[config.mk]
export PLATFORM = sky130hd
export DESIGN_NAME = cns_cmd_unit
export DESIGN_NICKNAME = d
export VERILOG_FILES = /design/src/shared/cns_pkg.sv /design/src/rtl/cns_cmd_unit.sv
export SDC_FILE = /design/constraint.sdc
export NUM_CORES = 1
export LEC_CHECK = 0
export ABC_AREA = 1
export BUFFER_PORTS_ARGS = -buffer_cell sky130_fd_sc_hd__buf_2
export CAP_MARGIN = 0
export CORE_AREA = 2 2 236 238
export DETAILED_ROUTE_END_ITERATION = 8
export DIE_AREA = 0 0 238 240
export GPL_TIMING_DRIVEN = 1
export PLACE_DENSITY_LB_ADDON = 0.12
export SLEW_MARGIN = 20
export SYNTH_ARGS = -nofsm -noshare
export SYNTH_HDL_FRONTEND = slang
export SYNTH_SLANG_ARGS = --single-unit
[constraint.sdc]
create_clock -name i_core_clk -period 3.8 [get_ports i_core_clk]
set_input_delay 0.19 -clock i_core_clk [delete_from_list [all_inputs] [get_ports i_core_clk]]
set_output_delay 0.19 -clock i_core_clk [all_outputs]
set_load 0.02 [all_outputs]
[src/shared/cns_pkg.sv]
// package: command word layout, opcodes, states and constants of the command unit
package cns_pkg;

    // ----------------------------------------------------------------
    // command block layout
    // ----------------------------------------------------------------
    localparam logic [2:0]  OP_NOP        = 3'h0;      // no-operation opcode
    localparam logic [2:0]  OP_ADDR_SETUP = 3'h1;      // station-address setup opcode
    localparam logic [31:0] ADDR_OFS      = 32'h8;     // first address byte offset
    localparam logic [2:0]  FETCH_WORDS   = 3'h4;      // dwords read per block
    localparam logic [15:0] ADDR_BYTES    = 16'h6;     // address bytes through dma
    localparam logic [47:0] STATION_RST   = 48'hffff_ffff_ffff; // broadcast
    localparam int          DONE_BIT      = 15;        // completion bit in status
    localparam int          OK_BIT        = 13;        // success bit in status

    // command word as it sits at offset 00h
    typedef struct packed {
        logic        eol;        // end of list
        logic        susp;       // suspend after
        logic        irq;        // interrupt on done
        logic [9:0]  rsvd;       // written zero by the issuer
        logic [2:0]  op;         // opcode
        logic [15:0] status;     // completion / success half
    } cns_cmd_t;

    // memory request lines
    typedef struct packed {
        logic        rd;         // read burst of four dwords
        logic        wr;         // single dword write
        logic [31:0] addr;       // byte address
        logic [31:0] wdata;      // write data
    } cns_mem_req_t;

    // unit condition seen by the rest of the controller
    typedef enum logic [1:0] {
        UNIT_IDLE   = 2'h0,
        UNIT_ACTIVE = 2'h1,
        UNIT_SUSP   = 2'h2
    } cns_unit_t;

    // sequencer states, gray along the setup path from idle through fetch, exec, wait and write to post
    typedef enum logic [2:0] {
        ST_IDLE  = 3'h0,
        ST_FETCH = 3'h1,
        ST_EXEC  = 3'h3,
        ST_WAIT  = 3'h2,
        ST_WRITE = 3'h6,
        ST_POST  = 3'h7,
        ST_SUSP  = 3'h5
    } cns_state_t;

endpackage : cns_pkg

[src/rtl/cns_cmd_unit.sv]
// command unit slice: no-operation and station-address setup execution
// Contract
// opcode zero does only fetch and decode
// next block address is base plus link
// end-of-list goes idle after the block
// end-of-list idle raises not-active/idle event
// suspend flag suspends; event only if configured
// interrupt flag raises command done event
// issuer writes zeros to reserved bits
// issuer clears completion; device sets it
// success bit one means no error
// no-operation writes completion and success as one
// opcode one is station-address setup
// engine holds 48-bit station address register
// reset loads station address all ones
// source inserted only when insertion not disabled
// byte 1 at offset 08h, first on wire
// start transmit dma at byte 1, count six
// bytes pass fifo, completion may wait long
// complete only after address update done
// read four dwords at block start
// no end or suspend fetches next block
// setup success writes completion and success
`timescale 1ns/100ps
module cns_cmd_unit (
    input  wire logic                  i_core_clk,         // core clock, 40 MHz
    input  wire logic                  i_rst,              // synchronous reset
    input  wire logic                  i_start,            // start pulse at offset
    input  wire logic                  i_resume,           // resume pulse when suspended
    input  wire logic [31:0]           i_unit_base,        // command unit base
    input  wire logic [31:0]           i_start_offset,     // first block offset
    input  wire logic                  i_cfg_susp_event,   // suspend raises event
    input  wire logic                  i_cfg_no_src_insert,// source insert disable
    input  wire logic                  i_mem_rd_valid,     // one read dword valid
    input  wire logic [31:0]           i_mem_rd_data,      // read dword
    input  wire logic                  i_mem_wr_ack,       // status write taken
    input  wire logic                  i_txfifo_valid,     // address byte from fifo
    input  wire logic [7:0]            i_txfifo_byte,      // address byte
    output cns_pkg::cns_mem_req_t      o_mem,              // memory request
    output logic                       o_txdma_start,      // dma start pulse
    output logic [31:0]                o_txdma_addr,       // dma source address
    output logic [15:0]                o_txdma_count,      // dma byte count
    output logic [47:0]                o_station_address,  // node address
    output logic                       o_src_insert_en,    // insert source address
    output logic                       o_cmd_done_event,   // done event pulse
    output logic                       o_not_active_event, // not-active event pulse
    output cns_pkg::cns_unit_t         o_unit_state        // idle/active/suspended
);
    import cns_pkg::*;

    // ----------------------------------------------------------------
    // overview
    // ----------------------------------------------------------------
    // one block at a time: fetch four dwords, act, write status, post
    // events, then go idle, suspend or chain to the linked block.
    // memory requests are levels that stand until the last beat or ack.
    // no watchdog on the fifo wait: a stalled dma keeps the unit active,
    // since setup completion time has no upper bound.
    // reserved command bits are not checked, so a careless issuer
    // is not caught here; the trade is less decode logic.
    // the station register moves as one 48-bit word, so address match
    // never sees a half-loaded value.
    // unsupported opcodes still complete, with the success bit clear.

    // ----------------------------------------------------------------
    // state
    // ----------------------------------------------------------------
    cns_state_t   state,      next_state;      // sequencer
    cns_cmd_t     cmd,        next_cmd;        // fetched command word
    logic [31:0]  link,       next_link;       // fetched link field
    logic [31:0]  blk_addr,   next_blk_addr;   // current block address
    logic [2:0]   beat,       next_beat;       // read beat count
    logic [2:0]   nbyte,      next_nbyte;      // address bytes received
    logic [47:0]  shift,      next_shift;      // address assembly
    logic [47:0]  station,    next_station;    // station address register
    logic         err,        next_err;        // execution error seen
    cns_mem_req_t mem,        next_mem;        // memory lines
    logic         dma_go,     next_dma_go;     // dma start pulse
    logic         done_ev,    next_done_ev;    // done event pulse
    logic         na_ev,      next_na_ev;      // not-active pulse
    logic         ins_en,     next_ins_en;     // source insert enable
    logic [31:0]  dma_addr,   next_dma_addr;   // dma source address
    cns_unit_t    ustate,     next_ustate;     // unit condition

    // ----------------------------------------------------------------
    // next-state logic
    // ----------------------------------------------------------------
    always_comb begin
        next_state    = state;
        next_cmd      = cmd;
        next_link     = link;
        next_blk_addr = blk_addr;
        next_beat     = beat;
        next_nbyte    = nbyte;
        next_shift    = shift;
        next_station  = station;
        next_err      = err;
        next_mem      = mem;
        next_dma_go   = 1'b0;
        next_done_ev  = 1'b0;
        next_na_ev    = 1'b0;
        // insertion follows config bit
        next_ins_en   = ~i_cfg_no_src_insert;
        next_ustate   = ustate;
        next_dma_addr = dma_addr;

        case (state)
            // waiting for a start command, or for a resume when suspended
            ST_IDLE, ST_SUSP: begin
                // start wins over resume when both come together
                if (i_start) begin
                    next_blk_addr = i_unit_base + i_start_offset;
                    next_state    = ST_FETCH;
                end else if (i_resume && state == ST_SUSP) begin
                    // resume at linked block
                    next_blk_addr = i_unit_base + link;
                    next_state    = ST_FETCH;
                end
                if (next_state == ST_FETCH) begin
                    // four-dword burst read
                    next_mem.rd   = 1'b1;
                    next_mem.addr = next_blk_addr;
                    next_beat     = 3'h0;
                    next_ustate   = UNIT_ACTIVE;
                end
            end

            // collect the four dwords in order
            ST_FETCH: begin
                // word 0 command, word 1 link; 2 and 3 unused here
                if (i_mem_rd_valid) begin
                    if (beat == 3'h0) begin
                        next_cmd = cns_cmd_t'(i_mem_rd_data);
                    end
                    if (beat == 3'h1) begin
                        next_link = i_mem_rd_data;
                    end
                    next_beat = beat + 3'h1;
                    if (beat == FETCH_WORDS - 3'h1) begin
                        next_mem.rd = 1'b0;
                        next_state  = ST_EXEC;
                    end
                end
            end

            // decode; reserved bits are not checked, issuer zeroes them
            ST_EXEC: begin
                next_err = 1'b0;
                if (cmd.op == OP_ADDR_SETUP) begin
                    // setup command decode
                    // dma from byte 1, six bytes
                    // byte 1 lives at offset 08h
                    // address latched so it stands for the whole transfer
                    next_dma_addr = blk_addr + ADDR_OFS;
                    next_dma_go   = 1'b1;
                    next_nbyte    = 3'h0;
                    next_state  = ST_WAIT;
                end else begin
                    // no-operation goes straight to status
                    // unsupported opcodes here finish with an error
                    next_err   = (cmd.op != OP_NOP);
                    next_state = ST_WRITE;
                end
                // raise the status strobe; the word is formed below
                if (next_state == ST_WRITE) begin
                    next_mem.wr = 1'b1;
                end
            end

            // wait on fifo, no time bound
            ST_WAIT: begin
                // bytes are taken only here; strays elsewhere are dropped
                if (i_txfifo_valid) begin
                    // first wire byte ends up in the top bits
                    next_shift = {shift[39:0], i_txfifo_byte};
                    next_nbyte = nbyte + 3'h1;
                    if (nbyte == 3'(ADDR_BYTES - 16'h1)) begin
                        // whole address updated at once
                        next_station = {shift[39:0], i_txfifo_byte};
                        // completion only after update
                        next_mem.wr  = 1'b1;
                        next_state   = ST_WRITE;
                    end
                end
            end

            // status write back into the block header
            ST_WRITE: begin
                // request and word stand unchanged until the ack edge
                // an early ack is fine: the word went out with the strobe
                if (i_mem_wr_ack && mem.wr) begin
                    next_mem.wr = 1'b0;
                    next_state  = ST_POST;
                end
            end

            // events and choice of the next step
            ST_POST: begin
                // done event only when asked
                next_done_ev = cmd.irq;
                if (cmd.eol) begin
                    // end of list goes idle
                    // idle always signalled
                    next_na_ev  = 1'b1;
                    next_ustate = UNIT_IDLE;
                    next_state  = ST_IDLE;
                end else if (cmd.susp) begin
                    // suspend, event only if configured
                    next_na_ev  = i_cfg_susp_event;
                    next_ustate = UNIT_SUSP;
                    next_state  = ST_SUSP;
                end else begin
                    // chain to the linked block
                    // rd rises with the events; no dead cycle between blocks
                    // base plus link field
                    next_blk_addr = i_unit_base + link;
                    next_mem.rd   = 1'b1;
                    next_mem.addr = i_unit_base + link;
                    next_beat     = 3'h0;
                    next_state    = ST_FETCH;
                end
            end

            default: begin
                // unused state code: park in idle, drop the bus
                next_state  = ST_IDLE;
                next_ustate = UNIT_IDLE;
                next_mem    = '0;
            end
        endcase

        // status word set together with the strobe, so a partner that
        // acks in the first strobe cycle still stores the right word
        if (next_state == ST_WRITE && state != ST_WRITE) begin
            // device sets completion bit
            // no-operation completes with success
            // setup completes with success
            // success cleared on error
            next_mem.addr            = blk_addr;
            next_mem.wdata           = {cmd[31:16], 16'h0};
            next_mem.wdata[DONE_BIT] = 1'b1;
            next_mem.wdata[OK_BIT]   = ~next_err;
        end
    end

    // ----------------------------------------------------------------
    // registers
    // ----------------------------------------------------------------
    // plain registers; reset is synchronous and loads constants only
    always_ff @(posedge i_core_clk) begin
        if (i_rst) begin
            state    <= ST_IDLE;
            cmd      <= '0;
            link     <= 32'h0;
            blk_addr <= 32'h0;
            beat     <= 3'h0;
            nbyte    <= 3'h0;
            shift    <= 48'h0;
            // broadcast until first setup
            station  <= STATION_RST;
            err      <= 1'b0;
            mem      <= '0;
            dma_go   <= 1'b0;
            done_ev  <= 1'b0;
            na_ev    <= 1'b0;
            ins_en   <= 1'b0;
            // points at byte 1 of a block at zero
            dma_addr <= ADDR_OFS;
            ustate   <= UNIT_IDLE;
        end else begin
            state    <= next_state;
            cmd      <= next_cmd;
            link     <= next_link;
            blk_addr <= next_blk_addr;
            beat     <= next_beat;
            nbyte    <= next_nbyte;
            shift    <= next_shift;
            station  <= next_station;
            err      <= next_err;
            mem      <= next_mem;
            dma_go   <= next_dma_go;
            done_ev  <= next_done_ev;
            na_ev    <= next_na_ev;
            ins_en   <= next_ins_en;
            dma_addr <= next_dma_addr;
            ustate   <= next_ustate;
        end
    end

    // ----------------------------------------------------------------
    // outputs, all straight from flops except the constant dma byte count
    // ----------------------------------------------------------------
    assign o_mem              = mem;
    assign o_txdma_start      = dma_go;
    assign o_txdma_addr       = dma_addr;              // registered, holds during dma
    // byte count is a fixed constant, nothing to register
    assign o_txdma_count      = ADDR_BYTES;
    assign o_station_address  = station;
    assign o_src_insert_en    = ins_en;
    assign o_cmd_done_event   = done_ev;
    assign o_not_active_event = na_ev;
    assign o_unit_state       = ustate;

endmodule : cns_cmd_unit

==> results of run 1 <==
==> worst max-delay path: cells and delay by family, from the launching register on <==
kind                   cells  cell delay, ps
AND/OR/NAND/NOR            7            1280
buffers and inverters      4             660
flip-flops                 1             520
AO/OA/AOI/OAI              3             390
==> Yosys cell counts, drive strengths merged <==
library cell  instances
o211ai                8
a31oi                36
o2111ai               1
nor3                 25
a21boi                2
xnor2                 8
nand3               228
or2                   7
nor4                  9
clkbuf               72
and3                  2
inv                 294
ha                   69
o21bai                5
and2                  7
nand4                15
conb                  2
o22ai                 1
nor2                360
a21o                  2
o31ai                 1
a211oi                4
a21oi               141
fa                    2
buf                  64
a2111oi               1
o21ai               211
o221ai                1
a22oi                 2
nand2               695
nand3b               10
dfxtp               268
xor2                 34
==> logic make-up (layout without fill, tap and decap cells) <==
| kind of cell | Yosys count | count (layout) | synth area share |
|---|---|---|---|
| fa+ha+maj | 71 | 71 | 0.0555 |
| xor+xnor | 42 | 42 | 0.0226 |
| compound gates | 416 | 416 | 0.136 |
| other cells | 2 | 30 | 0.000462 |
| flops | 268 | 268 | 0.330 |
| simple gates | 1358 | 1358 | 0.347 |
| buf+inv | 430 | 655 | 0.109 |
==> routing by layer <==
metal	vias up	global-route usage	wire, um	share of wire
met3	69	0.0237	2380	0.038
met1	7840	0.285	29200	0.46
li1	8718	-	-	-
met2	328	0.379	30300	0.48
met5	-	0	0	0
met4	0	0.0487	1350	0.021
==> power groups by stage <==
stage / Clock [uW] / Sequential, uW / Combinational (uW)
after CTS: 3150 / 3060 / 1390
after global routing: 3240 / 3070 / 1550
after global placement: 0 / 3120 / 1350
after floorplan: 0 / 3090 / 899
final: 3060 / 3050 / 1380
after detailed placement: 0 / 3120 / 1350
==> timing repair <==
| item | 4_1_cts | 5_1_grt |
|---|---|---|
| buffers inserted | 0 | 0 |
| hold endpoints to repair | 66 | 0 |
| setup endpoints to repair | 0 | 0 |
| hold buffers | 42 | 0 |
==> registers in the layout (all words and copies together) (netlist names) <==
register and flops:
cmd 16, beat 3, o_not_active_event 1, o_unit_state 2, state 3, o_station_address 48, err 1, o_mem 52
o_txdma_addr 32, o_txdma_start 1, blk_addr 32, shift 40, nbyte 3, o_src_insert_en 1, link 32, o_cmd_done_event 1
==> layout make-up <==
class	instances	area [um2]	share of cell area
multi-input cells	1917	9250	0.476
well taps	704	881	0.0454
clock buffers	40	860	0.0443
repair buffers	305	1780	0.0917
inverters	294	1110	0.0569
flip-flops and latches	268	5370	0.276
clock inverters	16	180	0.00928
==> how the worst min path moves through the flow <==
stage	from	end	slack, ps
2_1_floorplan	i_cfg_no_src_insert	o_src_insert_en	260
3_3_place_gp	i_cfg_no_src_insert	o_src_insert_en	340
3_5_place_dp	i_cfg_no_src_insert	o_src_insert_en	350
4_1_cts	i_cfg_susp_event	o_not_active_event	5
5_1_grt	i_mem_wr_ack	state[0]	80
6_report	i_cfg_susp_event	o_not_active_event	40
==> stage by stage <==
stage          cells  setup slack (ps)  hold WS (ps)  cell area, um2
2_1_floorplan   2615              1750           257           16400
3_3_place_gp    3446               982           344           18000
3_5_place_dp    3446               888           348           18000
4_1_cts         3544               853          4.63           19400
5_1_grt         3544               507          77.4           19400
6_report        3544               843          41.7           19400
==> flow_summary_export.csv, run 1 <==
group,metric,value,unit
status,status,"complete, no violations",
logic_synthesis,synth_top_area_share,0.330,
critical_path,end_kind,"flip-flop",
die,ios,281,
pwr,p_total,7500,uW
die,die_w,238,um
logic_synthesis,synth_area_leaders,"dfxtp_1 33%, nand2_1 16%, nor2_1 8.1%",
pwr,power_frac_comb,0.184,
finish,layout_common_cells,"689 x nand2_1, 349 x nor2_1, 274 x inv_1",
critical_path,r2r-start,"state[2]",
critical_path,crit_type,"flip-flop to flip-flop",
pwr,p_per_area,386,nW/um2
critical_path,rrSetupSlack,840,ps
logic_synthesis,syn_inst,2587,
critical_path,path_common_cell,"inv_2",
global_routing,grt_pass1_vias,16200,
global_routing,antenna_found_initial,0,
critical_path,worst_r2r_endpoint,"o_mem[62]",
logic_synthesis,synth_area,16300,um2
critical_path,cpMaxStageDelayCell,"dfxtp_1",
finish,final_common_cell,"nand2_1",
clock_network,cts_buffers,31,
pwr,pwr-share-clk,0.409,
timing,fmax,338,MHz
timing,maxSlewViolCount,0,
finish,utilization,0.355,
clock_network,cts_root_buffer,"clkbuf_16",
clock_network,clock-sinks,268,
logic_synthesis,yosysTopAreaCell,"dfxtp_1",
die,std_cell_rows,86,
critical_path,worstRegToRegCells,14,
global_routing,grt_overflow,0,
die,die-area,57100,um2
global_routing,grt_max_degree,108,
timing,period_minus_slack,2960,ps
critical_path,path_cells,"nand2_2 > nor2_1 > inv_2 > nand2_4 > nand4_2 > o21ai_2 > inv_2 > nand2_2 > nand2_4 > inv_2 > nand2_1 > o21ai_1 > inv_2 > a21oi_1",
route,vias_per_cell,4.78,
timing,period_share,0.778,
route,drt_pass1_iterations,8,
critical_path,crit_required,4300,ps
global_routing,globalRouteTotalUtil,0.216,
route,drc,0,
logic_synthesis,seq_area_frac_synth,0.330,
route,drt-total-wl,63200,um
finish,syn_to_final_growth,19.4,%
die,initial_core_util,0.298,
route,vias,17000,
route,drtIter0Drc,1042,
global_routing,grt_pass1_wl,95600,um
die,core,54700,um2
clock_network,clkLatencyLatePin,590,ps
critical_path,max_stage_delay,520,ps
logic_synthesis,ys_ff_latch,268,
timing,skew,18.6,ps
critical_path,critPathArrivalTime,3460,ps
logic_synthesis,ys.warnings.count,0,
pwr,leakagePower,0.00971,uW
flow_run,cap_violations,0,
pwr,internal_power,5170,uW
finish,drive_gt1_frac,0.129,
hold_path,whs_path_depth,3,
hold_path,hold_class,"primary input to flip-flop",
timing,hold_viol_final,0,
route,ant_nets,0,
pwr,switchingPower,2330,uW
critical_path,startpoint_type,"flip-flop",
timing,setup_viol,0,
timing,rsz0062_at_grt,"false",
pwr,p_seq_frac,0.407,
finish,fillers,6060,
finish,n_antenna_cell,0,
clock_network,cts.clk_slew.worst_paths,60,ps
clock_network,ctsResizeCount,0,
die,fp.dieH,240,um
timing,slew_headroom,0.301,
pwr,sw_frac_of_total,0.311,
finish,finish.net_count,3001,
pwr,ir_worst_vdd,328,uV
placement,place_congestion,0.896,
placement,io_buffers,250,
placement,hpwl,49400,um
clock_network,cts_buffer_depth,3,
clock_network,htree_levels,1,
timing,worst_pin_slew,1050,ps
critical_path,startpoint,"state[2]",
logic_synthesis,yosysUniqueCellTypes,47,
route,wire_per_inst,17.8,um
timing,setup_tns,0,ps
clock_network,cts_tree,"done",
logic_synthesis,syn_area_per_cell,6.29,um2
critical_path,path_max_fanout,34,
critical_path,setup.worst_path.end,"o_mem[62]",
No activity file was read; power rests on OpenSTA's default activity.
==> inputs of run 2 (changes only) <==
Clock period 3.8 ns to 2.5 ns, I/O delays scaled along.
==> run 2 against run 1 <==
Cell count increased by 1.8%. Non-clock buffer count increased by 64. Combinational power is 64% higher. Die area is the same. Maximum frequency grew 25%. Worst hold slack gained 18 ps. Critical path depth shrank 1.
==> flow_summary_export.csv, run 2 (synthesis gave the netlist of run 1 again) <==
group,metric,value,unit
route,vias_per_cell,4.82,
finish,drive_gt1_frac,0.159,
finish,syn_to_final_growth,23.0,%
die,die-area,57100,um2
finish,multi_input_area,9360,um2
global_routing,grt_pass1_wl,99500,um
die,initial_core_util,0.298,
die,std_cell_rows,86,
clock_network,cts_buffers,31,
global_routing,grt_pass1_vias,16800,
finish,layout_common_cells,"682 x nand2_1, 341 x nor2_1, 274 x inv_1",
finish,fillers,6091,
placement,place_congestion,0.951,
route,drc,0,
critical_path,crit_type,"flip-flop to flip-flop",
clock_network,clkLatencyLatePin,610,ps
clock_network,cts_tree,"done",
global_routing,grt_overflow,0,
route,ant_nets,0,
finish,fin_cells,3608,
critical_path,worstRegToRegCells,13,
clock_network,cts_buffer_depth,3,
timing,fmax,424,MHz
die,die_w,238,um
global_routing,antenna_found_initial,0,
timing,fin_hold_ws,59.4,ps
critical_path,critPathArrivalTime,2880,ps
route,vias,17400,
die,fp.dieH,240,um
finish,finish.net_count,3065,
timing,skew,26.7,ps
pwr,p_total,11300,uW
clock_network,cts_root_buffer,"clkbuf_16",
timing,hold_viol_final,0,
clock_network,htree_levels,1,
clock_network,clock-sinks,268,
critical_path,cpMaxStageDelayCell,"ha_1",
critical_path,max_stage_delay,400,ps
hold_path,hold_class,"primary input to flip-flop",
timing,setup_viol,0,
timing,period_share,0.944,
clock_network,cts.clk_slew.worst_paths,60,ps
placement,io_buffers,250,
status,status,"complete, no violations",
die,core,54700,um2
timing,period_minus_slack,2360,ps
hold_path,whs_path_depth,2,
route,drt-total-wl,64900,um
global_routing,grt_max_degree,126,
critical_path,startpoint_type,"flip-flop",
finish,regArea,5370,um2
critical_path,path_cells,"ha_1 > nand2_1 > nor2_2 > nand2_1 > nor2_1 > nand2_1 > nand4_1 > nand3_1 > nand2_1 > nand3_1 > nand2_1 > nand2_1 > a21oi_1",
placement,pre_cts_ws,49.7,ps
route,drt_pass1_iterations,5,
flow_run,cap_violations,0,
critical_path,path_max_fanout,4,
pwr,p_per_area,567,nW/um2
route,drtIter0Drc,1160,
global_routing,globalRouteTotalUtil,0.224,
pwr,leakagePower,0.0100,uW
finish,largest_reg_flops,52,
pwr,ir_worst_vdd,541,uV
finish,n_antenna_cell,0,
critical_path,crit_required,3020,ps
timing,worst_pin_slew,724,ps
finish,final_common_cell,"nand2_1",
route,wire_per_inst,18.0,um
die,ios,281,
timing,slew_headroom,0.516,
timing,maxSlewViolCount,0,
critical_path,path_common_cell,"nand2_1",
timing,fin_ws,139,ps
placement,dp_cells,3506,
placement,hpwl,50400,um
critical_path,end_kind,"flip-flop",
[run 2: cell types whose count changed in the layout (fill, tap and decap cells not counted), sizes merged]
cell / before / now
buf: 263 / 325
bufinv: 3 / 0
clkbuf: 40 / 46
clkinv: 9 / 7
clkinvlp: 1 / 2
dlygate4sd3: 42 / 44
inv: 297 / 295
[run 2: per-stage QoR]
| stage | cell area, um2 | setup TNS [ps] | utilization |
|---|---|---|---|
| detailed placement | 18500 | 0 | 0.338 |
| global placement | 18500 | 0 | 0.338 |
| CTS | 19900 | -14.1 | 0.364 |
| global route | 20000 | -12.8 | 0.366 |
| finish | 20000 | 0 | 0.366 |
| floorplan | 16400 | 0 | - |
[run 2: area by class of cell]
type | count | area share
multi-input cells | 1917 | 0.468
well taps | 704 | 0.0440
flip-flops and latches | 268 | 0.268
repair buffers | 369 | 0.116
inverters | 294 | 0.0554
clock inverters | 10 | 0.00369
clock buffers | 46 | 0.0451
[run 2: path summary, 6_finish.rpt]
| check | start | endpoint | slack [ps] |
|---|---|---|---|
| setup / recovery | link[16] | o_mem[55] | 140 |
| hold / removal | i_rst | o_mem[40] | 60 |
| setup reg to reg | link[16] | o_mem[55] | 140 |
| hold reg to reg | o_station_address[17] | o_station_address[17] | 450 |
[run 2: worst max-delay path: cells and delay by family, from the launching register on]
family | cells | cell delay [ps]
simple gates | 11 | 1390
fa+ha+maj | 1 | 400
flops | 1 | 360
compound gates | 1 | 130
[run 2: report_power, final]
| part | switching [uW] | internal, uW |
|---|---|---|
| logic | 1500 | 777 |
| registers | 180 | 4440 |
| clock network | 1950 | 2500 |
[run 2: timing repair]
action / 4_1_cts / 5_1_grt
setup endpoints to repair: 1 / 32
pin swaps: 0 / 6
gates resized for setup: 0 / 42
buffers inserted: 0 / 2
hold buffers: 44 / 0
hold endpoints to repair: 68 / 0
[run 2: per-layer routing]
metal	wire length, um	part of all wire	track usage
met2	31500	0.48	0.396
met1	29300	0.45	0.291
met5	0	0	0
met3	2900	0.045	0.0292
met4	1260	0.019	0.0464
